$ cat config.mk
export PLATFORM = sky130hd
export DESIGN_NAME = cyclic_wake_timer
export DESIGN_NICKNAME = d
export VERILOG_FILES = /design/src/pkg/cwt_pkg.sv /design/src/pkg/timer_if.sv /design/src/logic/periodic_timer.sv /design/src/logic/cyclic_wake_timer.sv
export VERILOG_INCLUDE_DIRS = /design/src /design/src/pkg
export SDC_FILE = /design/constraint.sdc
export NUM_CORES = 1
export LEC_CHECK = 0
export BUFFER_PORTS_ARGS = -buffer_cell sky130_fd_sc_hd__buf_2
export CAP_MARGIN = 30
export CORE_ASPECT_RATIO = 0.5
export CORE_MARGIN = 2
export CORE_UTILIZATION = 55
export CTS_CLUSTER_SIZE = 10
export DETAILED_ROUTE_END_ITERATION = 10
export PLACE_DENSITY = 0.8
export SYNTH_ARGS = -nofsm -noshare
export SYNTH_HDL_FRONTEND = slang
export SYNTH_SLANG_ARGS = --single-unit
$ cat constraint.sdc
create_clock -name clk_sys -period 3.55 [get_ports clk_sys]
set_input_delay 0.1775 -clock clk_sys [delete_from_list [all_inputs] [get_ports clk_sys]]
set_output_delay 0.1775 -clock clk_sys [all_outputs]
set_load 0.03 [all_outputs]
$ cat src/pkg/cwt_regs.svh
`ifndef CWT_REGS_SVH
`define CWT_REGS_SVH

// clock and timebase
`define CWT_CLK_PERIOD_NS 32'h0000_0064
`define CWT_TICK_TIME_NS 32'h0001_86a0
`define CWT_TICK_CYCLES ((`CWT_TICK_TIME_NS + `CWT_CLK_PERIOD_NS - 32'h0000_0001) / `CWT_CLK_PERIOD_NS)

// period select codes
`define CWT_PER_10MS 3'h0
`define CWT_PER_20MS 3'h1
`define CWT_PER_50MS 3'h2
`define CWT_PER_100MS 3'h3
`define CWT_PER_200MS 3'h4
`define CWT_PER_1S 3'h5
`define CWT_PER_2S 3'h6

// period lengths in 0.1 ms ticks
`define CWT_PER_10MS_TICKS 15'h0064
`define CWT_PER_20MS_TICKS 15'h00c8
`define CWT_PER_50MS_TICKS 15'h01f4
`define CWT_PER_100MS_TICKS 15'h03e8
`define CWT_PER_200MS_TICKS 15'h07d0
`define CWT_PER_1S_TICKS 15'h2710
`define CWT_PER_2S_TICKS 15'h4e20

// on-time select codes
`define CWT_ON_OFF_LOW 3'h0
`define CWT_ON_100US 3'h1
`define CWT_ON_300US 3'h2
`define CWT_ON_1MS 3'h3
`define CWT_ON_10MS 3'h4
`define CWT_ON_20MS 3'h5
`define CWT_ON_OFF_HIGH 3'h6

// on-time lengths in 0.1 ms ticks
`define CWT_ON_100US_TICKS 15'h0001
`define CWT_ON_300US_TICKS 15'h0003
`define CWT_ON_1MS_TICKS 15'h000a
`define CWT_ON_10MS_TICKS 15'h0064
`define CWT_ON_20MS_TICKS 15'h00c8

// high-side map select codes
`define CWT_MAP_NONE 2'h0
`define CWT_MAP_TIMER_A 2'h1
`define CWT_MAP_TIMER_B 2'h2

// reset values
`define CWT_CNT_RST 15'h0000
`define CWT_TICK_RST 10'h000

`endif

$ cat src/pkg/cwt_pkg.sv
package cwt_pkg;
`include "cwt_regs.svh"

    // timer phase
    typedef enum logic [1:0] {TMR_IDLE, TMR_ON, TMR_OFF} timer_state_type;

    // period code to tick count, unknown code runs as the longest
    // seven period lengths
    function automatic logic [14:0] period_ticks(input logic [2:0] code);
        unique case (code)
            `CWT_PER_10MS: period_ticks = `CWT_PER_10MS_TICKS;
            `CWT_PER_20MS: period_ticks = `CWT_PER_20MS_TICKS;
            `CWT_PER_50MS: period_ticks = `CWT_PER_50MS_TICKS;
            `CWT_PER_100MS: period_ticks = `CWT_PER_100MS_TICKS;
            `CWT_PER_200MS: period_ticks = `CWT_PER_200MS_TICKS;
            `CWT_PER_1S: period_ticks = `CWT_PER_1S_TICKS;
            default: period_ticks = `CWT_PER_2S_TICKS;
        endcase
    endfunction : period_ticks

    // on-time code to tick count, stopped codes give zero
    // five on-times, two stops
    function automatic logic [14:0] on_ticks(input logic [2:0] code);
        unique case (code)
            `CWT_ON_100US: on_ticks = `CWT_ON_100US_TICKS;
            `CWT_ON_300US: on_ticks = `CWT_ON_300US_TICKS;
            `CWT_ON_1MS: on_ticks = `CWT_ON_1MS_TICKS;
            `CWT_ON_10MS: on_ticks = `CWT_ON_10MS_TICKS;
            `CWT_ON_20MS: on_ticks = `CWT_ON_20MS_TICKS;
            default: on_ticks = `CWT_CNT_RST;
        endcase
    endfunction : on_ticks

    // true for codes that run the timer
    function automatic logic on_active(input logic [2:0] code);
        on_active = (on_ticks(code) != `CWT_CNT_RST);
    endfunction : on_active

endpackage : cwt_pkg

$ cat src/pkg/timer_if.sv
`timescale 1ns/1ps
interface timer_if;
    logic tick; // 0.1 ms enable pulse
    logic load; // setup write strobe
    logic [2:0] period_sel; // period code
    logic [2:0] on_sel; // on-time code
    logic running; // timer cycling
    logic on_phase; // inside on-time
    logic on_start; // on-time began, not the first
    logic level; // drive level for mapped switches

    modport ctl (output tick, load, period_sel, on_sel,
        input running, on_phase, on_start, level);
    modport tmr (input tick, load, period_sel, on_sel,
        output running, on_phase, on_start, level);
endinterface : timer_if

$ cat src/logic/periodic_timer.sv
`timescale 1ns/1ps
module periodic_timer
    import cwt_pkg::*;
(
    // clock and reset
    input wire logic clk_sys,
    input wire logic nrst,
    // control side
    timer_if.tmr bus
);

    timer_state_type state_reg, state_next; // phase
    logic [14:0] cnt_reg, cnt_next; // ticks into period
    logic [2:0] per_reg, per_next; // period code
    logic [2:0] on_reg, on_next; // on-time code
    logic start_reg, start_next; // on-time start pulse
    logic high_reg, high_next; // stopped level
    logic [14:0] cnt_inc; // counter plus one

    // next-state logic
    always_comb begin
        state_next = state_reg;
        cnt_next = cnt_reg;
        per_next = per_reg;
        on_next = on_reg;
        start_next = 1'b0;
        high_next = high_reg;
        cnt_inc = 15'(cnt_reg + 15'h0001);
        if (bus.load) begin
            per_next = bus.period_sel;
            on_next = bus.on_sel;
            cnt_next = `CWT_CNT_RST;
            high_next = (bus.on_sel == `CWT_ON_OFF_HIGH);
            if (on_active(bus.on_sel)) begin
                state_next = TMR_ON;
            end else begin
                state_next = TMR_IDLE;
            end
        end else if (bus.tick && state_reg != TMR_IDLE) begin
            if (cnt_inc >= period_ticks(per_reg)) begin
                cnt_next = `CWT_CNT_RST;
                state_next = TMR_ON;
                start_next = 1'b1;
            end else begin
                cnt_next = cnt_inc;
                if (state_reg == TMR_ON && cnt_inc >= on_ticks(on_reg)) begin
                    state_next = TMR_OFF;
                end
            end
        end
    end

    // registers only
    always_ff @(posedge clk_sys or negedge nrst) begin
        if (!nrst) begin
            state_reg <= TMR_IDLE;
            cnt_reg <= `CWT_CNT_RST;
            per_reg <= `CWT_PER_10MS;
            on_reg <= `CWT_ON_OFF_LOW;
            start_reg <= 1'b0;
            high_reg <= 1'b0;
        end else begin
            state_reg <= state_next;
            cnt_reg <= cnt_next;
            per_reg <= per_next;
            on_reg <= on_next;
            start_reg <= start_next;
            high_reg <= high_next;
        end
    end

    // status toward the controller
    assign bus.running = (state_reg != TMR_IDLE);
    assign bus.on_phase = (state_reg == TMR_ON);
    assign bus.on_start = start_reg;
    assign bus.level = bus.running ? bus.on_phase : high_reg;
endmodule : periodic_timer

$ cat src/logic/cyclic_wake_timer.sv
`timescale 1ns/1ps
module cyclic_wake_timer
    import cwt_pkg::*;
(
    // clock and reset
    input wire logic clk_sys,
    input wire logic nrst,
    // device mode
    input wire logic mode_active,
    // timer setup writes, bit 0 timer a, bit 1 timer b
    input wire logic [1:0] timer_setup_wr,
    input wire logic [2:0] setup_period,
    input wire logic [2:0] setup_on_time,
    // wake source enables and switch mapping
    input wire logic [1:0] wake_source_control,
    input wire logic [3:0] high_side_map_first,
    input wire logic [3:0] high_side_map_second,
    // switch protection
    input wire logic [3:0] high_side_fault,
    // status clears
    input wire logic [1:0] wake_flag_clear,
    input wire logic spi_error_clear,
    // outputs
    output logic [3:0] high_side_switch,
    output logic [1:0] timer_running,
    output logic [1:0] wake_flag,
    output logic spi_error_flag,
    output logic int_n
);

    localparam logic [9:0] TICK_LAST = 10'(`CWT_TICK_CYCLES - 32'h0000_0001);

    timer_if tif[2] (); // one carrier per timer

    logic [9:0] tick_cnt_reg, tick_cnt_next; // timebase divider
    logic tick_reg, tick_next; // 0.1 ms enable
    logic [1:0] wake_flag_reg, wake_flag_next; // sticky wake status
    logic err_reg, err_next; // sticky setup error
    logic int_n_reg, int_n_next; // interrupt line
    logic [3:0] hs_reg, hs_next; // switch drive
    logic [1:0] on_start_vec; // per-timer start pulses
    logic [1:0] level_vec; // per-timer drive levels
    logic [7:0] map_all; // both map registers
    logic err_hit; // setup error this cycle

    // map select decode for one switch
    function automatic logic switch_level(input logic [1:0] sel, input logic [1:0] lvl);
        unique case (sel)
            `CWT_MAP_TIMER_A: switch_level = lvl[0];
            `CWT_MAP_TIMER_B: switch_level = lvl[1];
            default: switch_level = 1'b0;
        endcase
    endfunction : switch_level

    // timers, each loaded by its own setup strobe
    genvar gi;
    generate
        for (gi = 0; gi < 2; gi++) begin : g_tmr
            assign tif[gi].tick = tick_reg;
            assign tif[gi].load = timer_setup_wr[gi];
            assign tif[gi].period_sel = setup_period;
            assign tif[gi].on_sel = setup_on_time;
            assign on_start_vec[gi] = tif[gi].on_start;
            assign level_vec[gi] = tif[gi].level;
            assign timer_running[gi] = tif[gi].running;
            periodic_timer u_tmr (
                .clk_sys(clk_sys),
                .nrst(nrst),
                .bus(tif[gi])
            );
        end
    endgenerate

    assign map_all = {high_side_map_second, high_side_map_first};

    // divider: the timers count in 0.1 ms steps
    always_comb begin
        tick_next = 1'b0;
        tick_cnt_next = 10'(tick_cnt_reg + 10'h001);
        if (tick_cnt_reg == TICK_LAST) begin
            tick_cnt_next = `CWT_TICK_RST;
            tick_next = 1'b1;
        end
    end

    always_ff @(posedge clk_sys or negedge nrst) begin
        if (!nrst) begin
            tick_cnt_reg <= `CWT_TICK_RST;
            tick_reg <= 1'b0;
        end else begin
            tick_cnt_reg <= tick_cnt_next;
            tick_reg <= tick_next;
        end
    end

    // status flags and interrupt line
    always_comb begin
        // on-time longer than period
        // error check only on a running code; stopped codes have no length
        err_hit = 1'b0;
        if (|timer_setup_wr && on_active(setup_on_time)
                && on_ticks(setup_on_time) > period_ticks(setup_period)) begin
            err_hit = 1'b1;
        end
        // set wins over clear so no event is lost
        err_next = (err_reg && !spi_error_clear) || err_hit;
        // only in normal or stop mode
        wake_flag_next = (wake_flag_reg & ~wake_flag_clear)
            | (on_start_vec & wake_source_control & {2{mode_active}});
        int_n_next = ~|wake_flag_next;
    end

    always_ff @(posedge clk_sys or negedge nrst) begin
        if (!nrst) begin
            wake_flag_reg <= 2'h0;
            err_reg <= 1'b0;
            int_n_reg <= 1'b1;
        end else begin
            wake_flag_reg <= wake_flag_next;
            err_reg <= err_next;
            int_n_reg <= int_n_next;
        end
    end

    // switch drive; a fault blanks the switch but not its timer
    always_comb begin
        hs_next = 4'h0;
        for (int i = 0; i < 4; i++) begin
            hs_next[i] = switch_level(map_all[2*i +: 2], level_vec) && !high_side_fault[i];
        end
    end

    always_ff @(posedge clk_sys or negedge nrst) begin
        if (!nrst) begin
            hs_reg <= 4'h0;
        end else begin
            hs_reg <= hs_next;
        end
    end

    assign high_side_switch = hs_reg;
    assign wake_flag = wake_flag_reg;
    assign spi_error_flag = err_reg;
    assign int_n = int_n_reg;
endmodule : cyclic_wake_timer

==> run metrics <==
Area after DPL about 5300 sq um; synth top area cells dfrtp_1 (34%), ha_1 (14%), nand2_1 (4.9%); I/O Buffers 37; Root Buffer Master clkbuf_16; Peak VDD IR roughly 0.00024 V; worst min-delay path category input port to flip-flop; required time of the critical path 3.77 ns; MaxCap Viol Count 0; grt total ovfl 0; Skew-Pair Late Insertion Delay between 0.3 and 0.4 ns; DIE WIDTH roughly 140 um; final wirelength around 12 mm; CTS buffer count 9; DRC 0; Synth Instances about 570; CTS clk-pin slew, worst paths 0.06 ns; Placeable Area around 9000 sq um; status completed; CP Class flip-flop to flip-flop; hold path depth 2; worst-margin pin slew approximately 0.7 ns; largest family of logic cells by synthesized area simple AND/OR/NAND/NOR gates; post-synth net total around 650; Yosys top cell by area dfrtp_1; ys flop type dfrtp_1; Final WS setup approximately 0.15 ns; vias in the first global route between 4k and 5k; final instance area between 5000 and 6000 sq um; die area slightly below 10,000 sq um; Design Power approximately 2.1 mW; final net count roughly 690; dpl ws just over 0.2 ns; LEAKAGE between 2 and 3 nW; initial antenna violation count 0; post-synthesis cell type count 56; routed via count ~4.4k; Post-synth ARST share 100%; relative slew slack between 50% and 60%; post-route insts no fill between 700 and 800; synthesis-to-layout area growth 14.1%; Slew Viols, Final 0; Max Buffers Root-to-Sink 2; CTS tree yes; Total GRT Usage ~25%; Ports 38; initial core utilization a little under three fifths; synth warn 0; simple-gate share of the synthesized area a little over a fifth; first-pass GRT wire length 20.3 mm; arrival time at the worst endpoint ~3.6 ns; f_max 294 MHz; mux share of post-synthesis cell area 3.78%; largest net degree at the start of global routing 31; Inst Count DP 711; initial DRC count 400; EDFF count, synth 0; ant diodes 0; max reg flops 30; Netlist Area Pre-Place about 5000 sq um; GPL Wtd Cong approximately 0.97; Setup Skew 0.00525 ns; average cell area after synthesis slightly below 9 sq um; post-detailed-route via-to-cell ratio a little under 6; final hold viol count 0; Power Density roughly 370 nW/um^2; Yosys reg bits between 60 and 70; H-tree depth 3; Post-Synth XOR/XNOR Area 6.13%; HPWL after DPL 8.65 mm; Post-Synth Adder-Cell Area a little over an eighth; CP Capture Type flip-flop; Row Count 24; fin crit period around 3.4 ns; area fraction of the dominant cell type after synthesis between 30% and 40%; Sink Count 69; DR pass1 iterations 5; reg2reg path depth 11; # Post-CTS Setup Buffers 0; Max FO, Critical Path 12; share of cells above drive strength 1 between 10% and 20%; Compound-Gate Fraction of Synth Area 16.0%; Die Ht roughly 70 um; period utilization about 96%; Setup-failing EPs final 0; DR WL/cell roughly 16 um; crit path launch type flip-flop; Final ANT Viol Nets 0; post-synthesis sequential area ratio between 30 and 40%
[routing by layer]
layer	up-vias	track usage [%]	share of wire, %
li1	2118	-	-
met1	2056	33.2	45
met2	159	41.9	47
met3	25	5.48	6.0
met4	0	8.64	1.9
met5	-	0	0
[Yosys cell counts (7+ instances only)]
master	number
a21oi_1	23
a22o_1	8
clkbuf_1	16
dfrtp_1	68
ha_1	54
inv_1	29
mux2_2	15
nand2_1	65
nand2b_1	10
nand3_1	25
nand4_1	11
nor2_1	42
nor2b_1	8
nor3_1	18
nor4_1	7
o21a_1	8
o21ai_0	33
or2_2	7
xnor2_1	24
xor2_1	11
[logic make-up after synthesis]
family                   after synthesis
AND/OR/NAND/NOR                      218
AO/OA/AOI/OAI                        121
flip-flops                            69
adder cells (fa/ha/maj)               54
buffers and inverters                 53
XOR/XNOR                              35
multiplexers                          17
[metrics by stage]
stage	setup TNS [ns]	hold WS, ns	util [%]
after floorplan	0	-0.118	-
after global placement	0	0.251	60.7
after detailed placement	0	0.258	60.7
after CTS	0	0.0333	64.7
after global routing	-0.00226	0.0511	65.1
final	0	0.0458	65.1
[placed cells by master, fill, tap and decap left out, types with 3 or more instances in the layout]
cell type and count:
dfrtp_1 68, nand2_1 65, ha_1 54, nor2_1 42, buf_2 38, o21ai_0 33
inv_1 29, xnor2_1 24, nand3_1 24, a21oi_1 23, nor3_1 15, mux2_2 15
buf_4 13, nand4_1 11, xor2_1 11, nand2b_1 10, clkbuf_16 9, o21a_1 8
nor2b_1 8, a22o_1 8, nor4_1 7, or2_2 7, or3_1 6, o31ai_1 6
nor3_2 5, and3_1 5, a22oi_1 5, dlygate4sd3_1 5, a31oi_1 4, o211ai_1 4
nand3b_1 3, a21bo_2 3, a21o_1 3, a211oi_1 3, a311o_1 3, clkinv_4 3
[power by group]
group | total (mW) | internal, mW | leakage [nW] | switching (mW)
registers | 0.853 | 0.815 | 0.908 | 0.0381
logic | 0.354 | 0.151 | 1.60 | 0.203
clock network | 0.903 | 0.546 | 0.142 | 0.357
total | 2.11 | 1.51 | 2.65 | 0.598
[worst paths after layout]
path | from | to | slack (ns)
worst max-delay path | g_tmr[1].u_tmr.cnt_reg[2] | g_tmr[1].u_tmr.state_reg[0] | 0.15
max in group asynchronous | nrst | g_tmr[0].u_tmr.cnt_reg[9] | 2.34
worst min register to register | tick_cnt_reg[0] | tick_cnt_reg[0] | 0.45
worst max register to register | g_tmr[1].u_tmr.cnt_reg[2] | g_tmr[1].u_tmr.state_reg[0] | 0.15
min in group asynchronous | nrst | tick_cnt_reg[6] | 0.43
worst min-delay path | spi_error_clear | spi_error_flag | 0.05
[critical path, stage by stage, from the launching register on]
cell      delay (ns)
dfrtp_1         0.46
nand4_1         0.29
nor3_2          0.25
xnor2_1         0.19
inv_1           0.10
ha_1            0.33
a21oi_1         0.19
o21ai_0         0.10
o311ai_1        0.41
o311ai_2        0.26
or2_4           0.36
o311a_1         0.36
[what timing repair did]
item | CTS | global route
gates resized for setup | 0 | 5
hold buffers | 5 | 0
setup endpoints to repair | 0 | 7
hold endpoints to repair | 31 | 0
[area by class of cell]
| type | instances | area (sq um) |
|---|---|---|
| sequential | 69 | 1730 |
| tap | 117 | 146 |
| inverter | 29 | 109 |
| multi-input combinational | 445 | 3080 |
| fill | 708 | 3060 |
| timing repair buffer | 56 | 338 |
| clock buffer | 9 | 225 |
| clock inverter | 7 | 76.3 |
Note: power is estimated with default switching activity, not from simulation.
